**src/sbt_defs.svh**
```systemverilog
// Constants for the scan bus transceiver
`ifndef SBT_DEFS_SVH
`define SBT_DEFS_SVH

`define SBT_HALF_W 9
`define SBT_BUS_W 18
`define SBT_IR_W 8
`define SBT_BSR_W 48
`define SBT_BCR_W 3
`define SBT_ID_W 32
`define SBT_SYNC_W 51

// Instruction opcodes, even parity
`define SBT_OP_IDCODE 8'h81
`define SBT_OP_BYPASS 8'hff
`define SBT_OP_EXTEST 8'h00
`define SBT_OP_SAMPLE 8'h82
`define SBT_OP_RUNT 8'h09
`define SBT_OP_BCRSCAN 8'h8e
`define SBT_IR_CAPT 8'h81

// Boundary control operations
`define SBT_BCR_PSA 3'h2
`define SBT_BCR_PSEUDO_RANDOM_PATTERN_GEN 3'h3
`define SBT_BCR_RST 3'h2

// Arbitrary neutral identification value
`define SBT_IDCODE_VAL 32'h00000001

// Boundary chain layout
`define SBT_BSR_A_LO 0
`define SBT_BSR_B_LO 18
`define SBT_BSR_OEN_LO 36
`define SBT_BSR_LE_LO 40
`define SBT_BSR_EN_LO 44
`define SBT_BSR_EN_RST 4'hf
`define SBT_DATA_CELLS 36

`endif

```
**src/sbt_pkg.sv**
```systemverilog
// Types for the scan bus transceiver
package sbt_pkg;

	typedef enum logic [3:0] {
		SBT_TLR, SBT_RTI, SBT_SEL_DR, SBT_CAP_DR, SBT_SHIFT_DR, SBT_EX1_DR,
		SBT_PAUSE_DR, SBT_EX2_DR, SBT_UPD_DR, SBT_SEL_IR, SBT_CAP_IR,
		SBT_SHIFT_IR, SBT_EX1_IR, SBT_PAUSE_IR, SBT_EX2_IR, SBT_UPD_IR
	} sbt_tap_e;

	typedef enum logic [1:0] {
		SBT_DR_BYP, SBT_DR_BSR, SBT_DR_BCR, SBT_DR_ID
	} sbt_dr_e;

	typedef logic [8:0] sbt_half_t;

endpackage

```
**src/sbt_half_if.sv**
```systemverilog
// Link between the top and one transceiver half
`timescale 1ns/100ps
interface sbt_half_if;
	logic [1:0][8:0] src;
	logic [1:0][8:0] dst;
	logic [1:0] le;
	logic [1:0] clk_rise;
	logic freeze;
	modport xcvr (input src, input le, input clk_rise, input freeze,
		output dst);
	modport ctrl (output src, output le, output clk_rise, output freeze,
		input dst);
endinterface

```
**src/sbt_half.sv**
```systemverilog
// One 9-bit half: latch and flop path for both directions
`timescale 1ns/100ps
`include "sbt_defs.svh"
module sbt_half (
	input wire logic ref_clk,
	input wire logic rstn,
	sbt_half_if.xcvr hif
);

	// ======================================
	// Per direction: 0 is A to B, 1 is B to A
	genvar d;
	generate
		for (d = 0; d < 2; d++) begin : g_dir
			sbt_pkg::sbt_half_t mem_q [2];
			sbt_pkg::sbt_half_t mem_d [2];
			sbt_pkg::sbt_half_t hold_q;
			sbt_pkg::sbt_half_t hold_d;
			logic wp_q, wp_d, rp_q, rp_d;
			logic [1:0] cnt_q, cnt_d;
			logic in_valid, in_ready, out_valid, out_ready;

			assign in_valid = ~hif.le[d] & hif.clk_rise[d];
			assign in_ready = (cnt_q != 2'h2);
			assign out_valid = (cnt_q != 2'h0);
			assign out_ready = ~hif.freeze;
			assign hif.dst[d] = hold_q;

			always_comb begin
				mem_d = mem_q;
				wp_d = wp_q;
				rp_d = rp_q;
				cnt_d = cnt_q;
				hold_d = hold_q;
				if (hif.le[d]) begin
					// Transparent, buffer flushed
					hold_d = hif.src[d];
					wp_d = 1'b0;
					rp_d = 1'b0;
					cnt_d = 2'h0;
				end else begin
					if (in_valid && in_ready) begin
						mem_d[wp_q] = hif.src[d];
						wp_d = ~wp_q;
					end
					if (out_valid && out_ready) begin
						hold_d = mem_q[rp_q];
						rp_d = ~rp_q;
					end
					// Otherwise hold_q keeps the stored value
					cnt_d = cnt_q + 2'((in_valid && in_ready) ? 1 : 0)
						- 2'((out_valid && out_ready) ? 1 : 0);
				end
			end

			always_ff @(posedge ref_clk or negedge rstn) begin
				if (!rstn) begin
					mem_q[0] <= 9'h000;
					mem_q[1] <= 9'h000;
					wp_q <= 1'b0;
					rp_q <= 1'b0;
					cnt_q <= 2'h0;
					hold_q <= 9'h000;
				end else begin
					mem_q <= mem_d;
					wp_q <= wp_d;
					rp_q <= rp_d;
					cnt_q <= cnt_d;
					hold_q <= hold_d;
				end
			end
		end
	endgenerate

endmodule

```
**src/sbt_top.sv**
```systemverilog
// Scan bus transceiver top: pins, sampling, TAP and boundary scan
`timescale 1ns/100ps
`include "sbt_defs.svh"
module sbt_top (
	input wire logic ref_clk,
	input wire logic rstn,
	input wire logic [17:0] a_in,
	output logic [17:0] a_out,
	output logic [17:0] a_oe,
	input wire logic [17:0] b_in,
	output logic [17:0] b_out,
	output logic [17:0] b_oe,
	input wire logic [1:0] a_to_b_output_enable_n,
	input wire logic [1:0] b_to_a_output_enable_n,
	input wire logic [1:0] a_to_b_latch_enable,
	input wire logic [1:0] b_to_a_latch_enable,
	input wire logic [1:0] a_to_b_clock,
	input wire logic [1:0] b_to_a_clock,
	input wire logic tck,
	input wire logic tms,
	input wire logic tdi,
	output logic tdo,
	output logic tdo_oe
);

	// ======================================
	// Two-stage sampling of every pin
	logic [50:0] sync1_q, sync2_q;
	logic [5:0] edge_q;
	logic [17:0] a_s, b_s;
	logic [1:0] a_to_b_output_enable_n_n_s, b_to_a_output_enable_n_n_s, a_to_b_latch_enable_s, b_to_a_latch_enable_s, ckab_s, ckba_s;
	logic tck_s, tms_s, tdi_s, tck_rise, tck_fall;
	logic [1:0] ckab_rise, ckba_rise;

	always_ff @(posedge ref_clk or negedge rstn) begin
		if (!rstn) begin
			sync1_q <= 51'h0;
			sync2_q <= 51'h0;
			edge_q <= 6'h00;
		end else begin
			sync1_q <= {a_in, b_in, a_to_b_output_enable_n,
				b_to_a_output_enable_n, a_to_b_latch_enable,
				b_to_a_latch_enable, a_to_b_clock, b_to_a_clock,
				tck, tms, tdi};
			sync2_q <= sync1_q;
			edge_q <= {ckab_s, ckba_s, tck_s, 1'b0};
		end
	end

	assign {a_s, b_s, a_to_b_output_enable_n_n_s, b_to_a_output_enable_n_n_s, a_to_b_latch_enable_s, b_to_a_latch_enable_s, ckab_s, ckba_s,
		tck_s, tms_s, tdi_s} = sync2_q;
	assign tck_rise = tck_s & ~edge_q[1];
	assign tck_fall = ~tck_s & edge_q[1];
	assign ckab_rise = ckab_s & ~edge_q[5:4];
	assign ckba_rise = ckba_s & ~edge_q[3:2];

	// ======================================
	// Transceiver halves
	logic test_mode;
	logic [17:0] xb, xa;

	genvar h;
	generate
		for (h = 0; h < 2; h++) begin : g_half
			sbt_half_if hif ();
			assign hif.src[0] = a_s[h*9 +: 9];
			assign hif.src[1] = b_s[h*9 +: 9];
			assign hif.le = {b_to_a_latch_enable_s[h], a_to_b_latch_enable_s[h]};
			assign hif.clk_rise = {ckba_rise[h], ckab_rise[h]};
			assign hif.freeze = test_mode;
			assign xb[h*9 +: 9] = hif.dst[0];
			assign xa[h*9 +: 9] = hif.dst[1];
			sbt_half u_half (
				.ref_clk(ref_clk),
				.rstn(rstn),
				.hif(hif.xcvr)
			);
		end
	endgenerate

	// ======================================
	// TAP and test registers
	sbt_pkg::sbt_tap_e tap_q, tap_d;
	logic [7:0] ir_sh_q, ir_sh_d, ir_q, ir_d;
	logic [47:0] bsr_sh_q, bsr_sh_d, bsr_up_q, bsr_up_d;
	logic [2:0] bcr_sh_q, bcr_sh_d, bcr_q, bcr_d;
	logic byp_q, byp_d;
	logic [31:0] id_q, id_d;
	logic tdo_q, tdo_d, tdo_oe_q, tdo_oe_d;
	sbt_pkg::sbt_dr_e dr_sel;
	logic [47:0] bsr_pins;
	logic [35:0] lfsr;

	function automatic sbt_pkg::sbt_tap_e tap_next(
		input sbt_pkg::sbt_tap_e s,
		input logic m
	);
		sbt_pkg::sbt_tap_e n;
		n = s;
		case (s)
			sbt_pkg::SBT_TLR: n = m ? sbt_pkg::SBT_TLR : sbt_pkg::SBT_RTI;
			sbt_pkg::SBT_RTI: n = m ? sbt_pkg::SBT_SEL_DR : sbt_pkg::SBT_RTI;
			sbt_pkg::SBT_SEL_DR: n = m ? sbt_pkg::SBT_SEL_IR : sbt_pkg::SBT_CAP_DR;
			sbt_pkg::SBT_CAP_DR: n = m ? sbt_pkg::SBT_EX1_DR : sbt_pkg::SBT_SHIFT_DR;
			sbt_pkg::SBT_SHIFT_DR: n = m ? sbt_pkg::SBT_EX1_DR : sbt_pkg::SBT_SHIFT_DR;
			sbt_pkg::SBT_EX1_DR: n = m ? sbt_pkg::SBT_UPD_DR : sbt_pkg::SBT_PAUSE_DR;
			sbt_pkg::SBT_PAUSE_DR: n = m ? sbt_pkg::SBT_EX2_DR : sbt_pkg::SBT_PAUSE_DR;
			sbt_pkg::SBT_EX2_DR: n = m ? sbt_pkg::SBT_UPD_DR : sbt_pkg::SBT_SHIFT_DR;
			sbt_pkg::SBT_UPD_DR: n = m ? sbt_pkg::SBT_SEL_DR : sbt_pkg::SBT_RTI;
			sbt_pkg::SBT_SEL_IR: n = m ? sbt_pkg::SBT_TLR : sbt_pkg::SBT_CAP_IR;
			sbt_pkg::SBT_CAP_IR: n = m ? sbt_pkg::SBT_EX1_IR : sbt_pkg::SBT_SHIFT_IR;
			sbt_pkg::SBT_SHIFT_IR: n = m ? sbt_pkg::SBT_EX1_IR : sbt_pkg::SBT_SHIFT_IR;
			sbt_pkg::SBT_EX1_IR: n = m ? sbt_pkg::SBT_UPD_IR : sbt_pkg::SBT_PAUSE_IR;
			sbt_pkg::SBT_PAUSE_IR: n = m ? sbt_pkg::SBT_EX2_IR : sbt_pkg::SBT_PAUSE_IR;
			sbt_pkg::SBT_EX2_IR: n = m ? sbt_pkg::SBT_UPD_IR : sbt_pkg::SBT_SHIFT_IR;
			sbt_pkg::SBT_UPD_IR: n = m ? sbt_pkg::SBT_SEL_DR : sbt_pkg::SBT_RTI;
			default: n = sbt_pkg::SBT_TLR;
		endcase
		return n;
	endfunction

	// Data register chosen by the active instruction
	always_comb begin
		if (ir_q == `SBT_OP_EXTEST || ir_q == `SBT_OP_SAMPLE) begin
			dr_sel = sbt_pkg::SBT_DR_BSR;
		end else if (ir_q == `SBT_OP_BCRSCAN) begin
			dr_sel = sbt_pkg::SBT_DR_BCR;
		end else if (ir_q == `SBT_OP_IDCODE) begin
			dr_sel = sbt_pkg::SBT_DR_ID;
		end else begin
			dr_sel = sbt_pkg::SBT_DR_BYP;
		end
	end

	// Test mode only from the updated instruction
	assign test_mode = (tap_q != sbt_pkg::SBT_TLR) &&
		(ir_q == `SBT_OP_EXTEST || ir_q == `SBT_OP_RUNT);
	assign bsr_pins = {bsr_up_q[47:44], b_to_a_latch_enable_s, a_to_b_latch_enable_s, b_to_a_output_enable_n_n_s, a_to_b_output_enable_n_n_s,
		b_s, a_s};
	assign lfsr = {bsr_sh_q[34:0], bsr_sh_q[35] ^ bsr_sh_q[24]};

	always_comb begin
		tap_d = tap_q;
		ir_sh_d = ir_sh_q;
		ir_d = ir_q;
		bsr_sh_d = bsr_sh_q;
		bsr_up_d = bsr_up_q;
		bcr_sh_d = bcr_sh_q;
		bcr_d = bcr_q;
		byp_d = byp_q;
		id_d = id_q;
		tdo_d = tdo_q;
		tdo_oe_d = tdo_oe_q;
		if (tck_rise) begin
			tap_d = tap_next(tap_q, tms_s);
			case (tap_q)
				sbt_pkg::SBT_CAP_DR: begin
					bsr_sh_d = bsr_pins;
					bcr_sh_d = bcr_q;
					byp_d = 1'b0;
					id_d = `SBT_IDCODE_VAL;
				end
				sbt_pkg::SBT_SHIFT_DR: begin
					case (dr_sel)
						sbt_pkg::SBT_DR_BSR: bsr_sh_d = {tdi_s, bsr_sh_q[47:1]};
						sbt_pkg::SBT_DR_BCR: bcr_sh_d = {tdi_s, bcr_sh_q[2:1]};
						sbt_pkg::SBT_DR_ID: id_d = {tdi_s, id_q[31:1]};
						default: byp_d = tdi_s;
					endcase
				end
				sbt_pkg::SBT_CAP_IR: ir_sh_d = `SBT_IR_CAPT;
				sbt_pkg::SBT_SHIFT_IR: ir_sh_d = {tdi_s, ir_sh_q[7:1]};
				sbt_pkg::SBT_RTI: begin
					if (ir_q == `SBT_OP_RUNT) begin
						if (bcr_q == `SBT_BCR_PSA) begin
							bsr_sh_d[35:0] = lfsr ^ bsr_pins[35:0];
						end else if (bcr_q == `SBT_BCR_PSEUDO_RANDOM_PATTERN_GEN) begin
							bsr_sh_d[35:0] = lfsr;
							bsr_up_d[35:0] = lfsr;
						end
					end
				end
				default: begin
				end
			endcase
		end else if (tck_fall) begin
			if (tap_q == sbt_pkg::SBT_SHIFT_IR) begin
				tdo_oe_d = 1'b1;
				tdo_d = ir_sh_q[0];
			end else if (tap_q == sbt_pkg::SBT_SHIFT_DR) begin
				tdo_oe_d = 1'b1;
				case (dr_sel)
					sbt_pkg::SBT_DR_BSR: tdo_d = bsr_sh_q[0];
					sbt_pkg::SBT_DR_BCR: tdo_d = bcr_sh_q[0];
					sbt_pkg::SBT_DR_ID: tdo_d = id_q[0];
					default: tdo_d = byp_q;
				endcase
			end else begin
				tdo_oe_d = 1'b0;
			end
			if (tap_q == sbt_pkg::SBT_UPD_IR) begin
				ir_d = ir_sh_q;
			end else if (tap_q == sbt_pkg::SBT_UPD_DR) begin
				if (dr_sel == sbt_pkg::SBT_DR_BSR) begin
					bsr_up_d = bsr_sh_q;
				end else if (dr_sel == sbt_pkg::SBT_DR_BCR) begin
					bcr_d = bcr_sh_q;
				end
			end
		end
		if (tap_q == sbt_pkg::SBT_TLR) begin
			ir_d = `SBT_OP_IDCODE;
			bsr_up_d[47:44] = `SBT_BSR_EN_RST;
			bcr_d = `SBT_BCR_RST;
		end
	end

	always_ff @(posedge ref_clk or negedge rstn) begin
		if (!rstn) begin
			tap_q <= sbt_pkg::SBT_TLR;
			ir_sh_q <= `SBT_IR_CAPT;
			ir_q <= `SBT_OP_IDCODE;
			bsr_sh_q <= 48'h0;
			bsr_up_q <= {`SBT_BSR_EN_RST, 44'h0};
			bcr_sh_q <= `SBT_BCR_RST;
			bcr_q <= `SBT_BCR_RST;
			byp_q <= 1'b0;
			id_q <= `SBT_IDCODE_VAL;
			tdo_q <= 1'b0;
			tdo_oe_q <= 1'b0;
		end else begin
			tap_q <= tap_d;
			ir_sh_q <= ir_sh_d;
			ir_q <= ir_d;
			bsr_sh_q <= bsr_sh_d;
			bsr_up_q <= bsr_up_d;
			bcr_sh_q <= bcr_sh_d;
			bcr_q <= bcr_d;
			byp_q <= byp_d;
			id_q <= id_d;
			tdo_q <= tdo_d;
			tdo_oe_q <= tdo_oe_d;
		end
	end

	assign tdo = tdo_q;
	assign tdo_oe = tdo_oe_q;

	// ======================================
	// Pin drivers
	logic [17:0] a_out_q, a_out_d, a_oe_q, a_oe_d;
	logic [17:0] b_out_q, b_out_d, b_oe_q, b_oe_d;

	always_comb begin
		if (test_mode) begin
			// Boundary cells own the pins
			a_out_d = bsr_up_q[17:0];
			b_out_d = bsr_up_q[35:18];
			b_oe_d = {{9{~bsr_up_q[46]}}, {9{~bsr_up_q[44]}}};
			a_oe_d = {{9{~bsr_up_q[47]}}, {9{~bsr_up_q[45]}}};
		end else begin
			// Functional path, untouched by scan activity
			a_out_d = xa;
			b_out_d = xb;
			b_oe_d = {{9{~a_to_b_output_enable_n_n_s[1]}}, {9{~a_to_b_output_enable_n_n_s[0]}}};
			a_oe_d = {{9{~b_to_a_output_enable_n_n_s[1]}}, {9{~b_to_a_output_enable_n_n_s[0]}}};
		end
	end

	always_ff @(posedge ref_clk or negedge rstn) begin
		if (!rstn) begin
			a_out_q <= 18'h0;
			a_oe_q <= 18'h0;
			b_out_q <= 18'h0;
			b_oe_q <= 18'h0;
		end else begin
			a_out_q <= a_out_d;
			a_oe_q <= a_oe_d;
			b_out_q <= b_out_d;
			b_oe_q <= b_oe_d;
		end
	end

	assign a_out = a_out_q;
	assign a_oe = a_oe_q;
	assign b_out = b_out_q;
	assign b_oe = b_oe_q;

endmodule

```
**config.mk**
```make
export PLATFORM = sky130hd
export DESIGN_NAME = sbt_top
export DESIGN_NICKNAME = d
export VERILOG_FILES = /design/src/sbt_pkg.sv /design/src/sbt_half_if.sv /design/src/sbt_half.sv /design/src/sbt_top.sv
export VERILOG_INCLUDE_DIRS = /design/src
export SDC_FILE = /design/constraint.sdc
export NUM_CORES = 1
export LEC_CHECK = 0
export CELL_PAD_IN_SITES_DETAIL_PLACEMENT = 2
export CELL_PAD_IN_SITES_GLOBAL_PLACEMENT = 2
export CORE_MARGIN = 3
export CORE_UTILIZATION = 35
export CTS_CLUSTER_SIZE = 14
export DETAILED_ROUTE_END_ITERATION = 16
export DONT_BUFFER_PORTS = 1
export GPL_ROUTABILITY_DRIVEN = 0
export PLACE_DENSITY_LB_ADDON = 0.1
export SYNTH_ARGS = -nofsm -noshare
export SYNTH_HDL_FRONTEND = slang
export SYNTH_SLANG_ARGS = --single-unit
```
**constraint.sdc**
```tcl
create_clock -name ref_clk -period 5.5 [get_ports ref_clk]
set_input_delay 1.1 -clock ref_clk [delete_from_list [all_inputs] [get_ports ref_clk]]
set_output_delay 1.1 -clock ref_clk [all_outputs]
set_load 0.02 [all_outputs]
```
==> results.md, run 1 <==
## STA
* 0.595 — post-route clock period utilization
* 0 ns — accumulated negative setup slack
* 2.23 ns — min setup slack post-route
* 0 — Final Hold Violating Endpoints
* 0.0283 ns — skew final
* false — setup repair after global routing missed its margin
* 0.201 — headroom to the max-slew limit
* 1.19 ns — actual slew at the worst max-slew pin
* 0 — Slew Viols, Final
* 305 MHz — peak clock frequency supported by timing
* 3.27 ns — shortest clock period the worst path allows after layout
* 0 — final setup fails

## Clock tree
* 0 — Post-CTS Resized
* 0.58 ns — clock latency reported for the late side of the worst-skew pair
* 0 — # Post-CTS Setup Buffers
* 420 — number of sinks handled by clock tree synthesis
* 3 — clock buffer depth
* built — clock tree from TritonCTS
* clkbuf_16 — clock tree root buffer cell
* 0.06 ns — clock-pin slew of the registers on the worst-case setup and hold paths
* 2 — H-Tree Depth
* 48 — total CTS buffers
* 0 — CTS hold repair buffers

## Final layout
* 5041 — count of fill cells added during filler insertion
* dfrtp_1, nand2_1, mux2_2 — commonest non-fill, non-tap cells in the layout
* 11.6% — Area Growth Syn to Fin
* 2176 — fin cells
* 6310 um2 — footprint of the multi-input gates
* 1537 — NumNets Final
* 10500 um2 — register area
* dfrtp_1 — leading cell type in the layout, fill and taps excluded
* 0.155 — share of post-route cells with drive strength above 1
* 0.398 — post-route core utilization

## Die
* 230 um — Vert. Die Dim
* 49400 um2 — Core Footprint
* 230 um — width of the chip
* 0.357 — initial standard-cell utilization of the core
* 81 — FP Rows
* 127 — number of I/O pins
* 53000 um2 — area of the die

## Route
* 0 — remaining number of nets flagged by the antenna check after routing
* 5.18 — DR vias/cell
* 0 — DRC violation count after routing
* 21.2 um — average wire per cell in the routed design
* 46.1 mm — total length of routed wires
* 528 — DRT iter0 DRCs
* 11300 — total number of vias
* 4 — first-pass iteration count of the detailed router

## Worst setup path
* tap_q[0] — critical path startpoint
* 5.94 ns — data required time of the worst path
* 35 — Max Fanout on Critical Path
* reg2reg — Crit Path Class
* register — crit end category
* tap_q[0] — RR Startpoint
* 3.72 ns — Arr. time, crit path
* register — Critical Path Start Type

## Synth
* 56 — number of different library cells in the post-synthesis netlist
* 1.00 — share of flip-flops with an asynchronous set or reset after synthesis
* dfrtp_1 — Synth area leader
* 1537 — Syn Inst Count
* dfrtp_1, mux2_2, nand2_1, mux2_1, mux2i_1 — cell types occupying the most area after synthesis
* 0 — count of flip-flops with a built-in enable after synthesis
* 0 — warnings from Yosys
* 1600 — net count after synthesis
* 420 — total of flip-flops plus latches after synthesis
* 0.581 — Yosys top cell area share
* 11.5 um2 — per-instance average area after synthesis
* dfrtp_1 — top_reg_cell synth
* 0.598 — sequential cell area fraction in the yosys report
* 17600 um2 — cell area after technology mapping

## Placed design
* 2088 — DP Cell Count
* 29.2 mm — total half-perimeter wirelength after legalization and detailed placement
* 2.21 ns — worst setup timing slack at the placement stage
* 0 — I/O Buffers

## GRT
* 0 — total congestion overflow after global routing
* 74.9 mm — wire length of the first global-routing pass
* 0.178 — overall global routing resource usage
* 0 — antenna violations before repair
* 12500 — via count of the first global-routing pass
* 421 — maximum number of pins on one net before global-route repair

## Worst hold path
* in2async — path type of the worst min-delay path

## Power and ir drop
* 0.00846 uW — Leakage Power
* 561 nW/um2 — power density of the placed cells
* 0.000275 V — Max VDD drop
* 11000 uW — total power of the final layout

## Status
* complete, no violations — run status

## Run
* 0 — max_cap viols

worst paths after layout:
path / endpoint / slack, ns / cells past startpoint
worst max-delay path: b_out[5] / 2.23 / 4
worst min-delay path: sync2_q[1] / 0.26 / 0
worst min register to register: sync2_q[33] / 0.34 / 0
worst max register to register: b_out[5] / 2.23 / 4
max in group asynchronous: g_half[1].u_half.g_dir[0].hold_q[0] / 4.32 / 0
min in group ref_clk: sync2_q[33] / 0.34 / 0
flip-flops by register name (all words and copies together) (netlist names), 18 cells and up:
signal                      count
a_out                          18
b_out                          18
bsr_sh_q                       48
bsr_up_q                       40
g_half.u_half.g_dir.hold_q     36
g_half.u_half.g_dir.mem_q      72
id_q                           32
sync1_q                        51
sync2_q                        51
metal layers:
| layer | track usage | vias to the layer above | routed length, um |
|---|---|---|---|
| li1 | - | 5149 | - |
| met1 | 0.261 | 5941 | 22800 |
| met2 | 0.272 | 133 | 20700 |
| met3 | 0.0336 | 43 | 1930 |
| met4 | 0.0392 | 0 | 680 |
| met5 | 0 | - | 0 |
worst max-delay path: stages, from the launching register on:
cell     delay [ns]
dfrtp_1        0.71
or4_1          0.95
nand4_1        0.47
buf_4          0.57
mux2_2         0.41
synth_stat cells, types with 3 or more instances:
cell / count
dfrtp_1: 409
nand2_1: 206
mux2_2: 106
nor2_1: 86
o21ai_0: 80
clkbuf_1: 64
o21ai_1: 54
inv_1: 51
a31oi_1: 50
mux2i_1: 44
mux2_1: 43
xnor2_1: 42
a22o_1: 38
nand3_1: 35
buf_4: 32
a22oi_1: 30
buf_2: 26
nor2b_1: 18
a21oi_1: 12
nor3_1: 12
dfstp_2: 11
ha_1: 10
a32oi_1: 8
buf_1: 7
a211oi_1: 6
xor2_1: 6
a41oi_1: 5
nand2b_1: 4
and2_1: 3
nor4b_1: 3
metrics by stage:
stage	hold WS, ns	area (um2)
after detailed placement	0.336	18000
after global routing	0.216	19600
after floorplan	0.331	17600
after global placement	0.333	18000
after CTS	0.197	19600
final	0.257	19600
power by group:
part | leakage [uW] | switching, uW | internal, uW | total [uW]
registers | 0.00515 | 1040 | 3880 | 4910
clock network | 0.000824 | 1300 | 2030 | 3320
logic | 0.00249 | 1540 | 1240 | 2780
final cells by class:
type	instances	area share
Antenna cell	1	0.000127
Clock buffer	66	0.0718
Clock inverter	21	0.0129
Inverter	51	0.00974
Multi-Input combinational cell	937	0.321
Sequential cell	420	0.536
Tap cell	664	0.0423
Timing Repair Buffer	16	0.00611
cells by family after synthesis:
family / after synthesis / synth area share
flops: 420 / 0.598
simple gates: 389 / 0.0973
compound gates: 297 / 0.107
mux: 193 / 0.120
buf+inv: 180 / 0.0470
xor+xnor: 48 / 0.0239
fa+ha+maj: 10 / 0.00710
Note: power is estimated with default switching activity, not from simulation.
==> run 2: changes to the inputs <==
Clock period 5.5 ns to 3.2 ns, I/O delays scaled along.
==> run 2 against run 1 <==
The run now ends with negative hold slack, max-slew violations left. Clock skew fell by 0.011 ns. Sequential share of layout area fell by 0.53 points. Hold slack got worse by 0.50 ns. Worst setup slack got worse by 1.6 ns. First-iteration DRC count rose by 31%. Critical path type unchanged. Critical endpoint is now bsr_up_q[31]. Largest cell class unchanged.
==> results.md, run 2 (same netlist as run 1, synthesis figures left out) <==
## GRT
* 421 — maximum number of pins on one net before global-route repair
* 0.181 — overall global routing resource usage
* 76.0 mm — wire length of the first global-routing pass
* 0 — total congestion overflow after global routing
* 1 — antenna violations before repair
* 12500 — via count of the first global-routing pass

## Run
* 0 — max_cap viols

## Final layout
* 72 — flip-flop count of the largest register after layout
* 10500 um2 — register area
* 0.402 — post-route core utilization
* g_half.u_half.g_dir.mem_q x72, sync1_q x51, sync2_q x51 — largest registers
* 6300 um2 — footprint of the multi-input gates
* 1562 — NumNets Final
* dfrtp_1, nand2_1, mux2_2 — commonest non-fill, non-tap cells in the layout
* dfrtp_1 — leading cell type in the layout, fill and taps excluded
* 12.7% — Area Growth Syn to Fin
* 5049 — count of fill cells added during filler insertion
* g_half.u_half.g_dir.mem_q — largest reg by FF count
* 0.165 — share of post-route cells with drive strength above 1

## Worst setup path
* 3.08 ns — Arr. time, crit path
* reg2reg — Crit Path Class
* or4b_1 — cell at the slowest stage of the critical path
* 36 — Max Fanout on Critical Path
* buf_4 > or4b_1 > nor4_2 > and2_1 > buf_4 > a22o_1 > mux2_1 — cell-by-cell trace of the critical path
* buf_4 — most numerous cell on the critical path
* simple AND/OR/NAND/NOR gates — gate family responsible for the most delay along the worst path
* register — Critical Path Start Type
* register — crit end category
* 2 — Critical path buffers and inverters
* 3.72 ns — data required time of the worst path
* 0.56 ns — critical path's largest stage delay

## STA
* false — setup repair after global routing missed its margin
* 0 — final setup fails
* 195 — Final Hold Violating Endpoints
* 1.60 ns — actual slew at the worst max-slew pin
* 0.0169 ns — skew final
* 0 ns — accumulated negative setup slack
* 2.56 ns — shortest clock period the worst path allows after layout
* -0.0655 — headroom to the max-slew limit
* 0.642 ns — min setup slack post-route
* 72 — Slew Viols, Final
* 391 MHz — peak clock frequency supported by timing
* -0.243 ns — worst hold margin
* 0.800 — post-route clock period utilization

## Placed design
* 0.685 ns — worst setup timing slack at the placement stage
* 0 — I/O Buffers
* 29.5 mm — total half-perimeter wirelength after legalization and detailed placement

## Clock tree
* 3 — clock buffer depth
* 0.06 ns — clock-pin slew of the registers on the worst-case setup and hold paths
* 0.59 ns — clock latency reported for the late side of the worst-skew pair
* 2 — H-Tree Depth
* 49 — total CTS buffers
* 420 — number of sinks handled by clock tree synthesis
* clkbuf_16 — clock tree root buffer cell
* built — clock tree from TritonCTS

## Worst hold path
* in2async — path type of the worst min-delay path

## Die
* 0.357 — initial standard-cell utilization of the core
* 230 um — Vert. Die Dim
* 49400 um2 — Core Footprint
* 53000 um2 — area of the die
* 127 — number of I/O pins
* 81 — FP Rows
* 230 um — width of the chip

## Status
* negative hold slack, max-slew violations — violated checks
* finished with violations — run status

## Power and ir drop
* 960 nW/um2 — power density of the placed cells
* 0.00859 uW — Leakage Power
* 0.000461 V — Max VDD drop

## Route
* 0 — remaining number of nets flagged by the antenna check after routing
* 691 — DRT iter0 DRCs
* 5.21 — DR vias/cell
* 21.3 um — average wire per cell in the routed design
* 46.9 mm — total length of routed wires
* 11500 — total number of vias
* 4 — first-pass iteration count of the detailed router
* 0 — DRC violation count after routing

==> run 2: cell types whose count changed in the layout (fill, tap and decap cells not counted) <==
| cell | previous run | this run |
|---|---|---|
| buf_4 | 16 | 36 |
| buf_12 | 0 | 4 |
| clkbuf_1 | 5 | 9 |
| clkinv_2 | 12 | 9 |
| bufinv_16 | 5 | 3 |
| clkbuf_16 | 49 | 51 |
| inv_16 | 1 | 0 |
| inv_6 | 0 | 1 |
| nor3_1 | 11 | 12 |
| nor3_2 | 3 | 2 |
| nor4_1 | 1 | 2 |
| nor4_2 | 3 | 2 |
==> run 2: final cells by class <==
type                            count  area share
Inverter                           51     0.00965
Sequential cell                   420       0.531
Clock inverter                     16     0.00839
Tap cell                          664      0.0419
Timing Repair Buffer               40      0.0177
Multi-Input combinational cell    937       0.317
Clock buffer                       72      0.0743
Antenna cell                        1    0.000126
==> run 2: path summary, 6_finish.rpt <==
path                                            from      endpoint  slack [ns]  depth (start not counted)
max                                         tap_q[1]  bsr_up_q[31]        0.64                          7
min                                             rstn    ir_sh_q[6]       -0.24                          0
max reg2reg                                 tap_q[1]  bsr_up_q[31]        0.64                          7
min reg2reg                              sync1_q[47]   sync2_q[47]        0.35                          0
max in group asynchronous                       rstn       b_oe[8]        2.06                          0
min in group ref_clk       a_to_b_output_enable_n[0]   sync1_q[13]        0.07                          0
==> run 2: through the flow <==
step                      total power [uW]  cell area (um2)  std cells
after floorplan                      11700            17600       1537
after global placement               13300            18200       2112
after detailed placement             13600            18200       2112
after CTS                            19400            19800       2200
after global routing                 20400            19800       2200
final                                19100            19800       2201
==> run 2: repair_timing <==
item / 4_1_cts / 5_1_grt
buffers inserted: 0 / 0
resized for setup: 0 / 0
hold endpoints to repair: 420 / 413
==> run 2: per-layer routing <==
metal / share of wire / wire length, um / GRT usage
met2: 0.45 / 21000 / 0.275
met1: 0.50 / 23300 / 0.266
met5: 0 / 0 / 0
met3: 0.036 / 1700 / 0.0342
met4: 0.021 / 1010 / 0.0448
==> run 2: power breakdown <==
group	leakage (uW)	switching [uW]	internal, uW
clock network	0.000808	2250	3420
logic	0.00263	2860	2250
registers	0.00515	1610	6670
total	0.00859	6720	12300
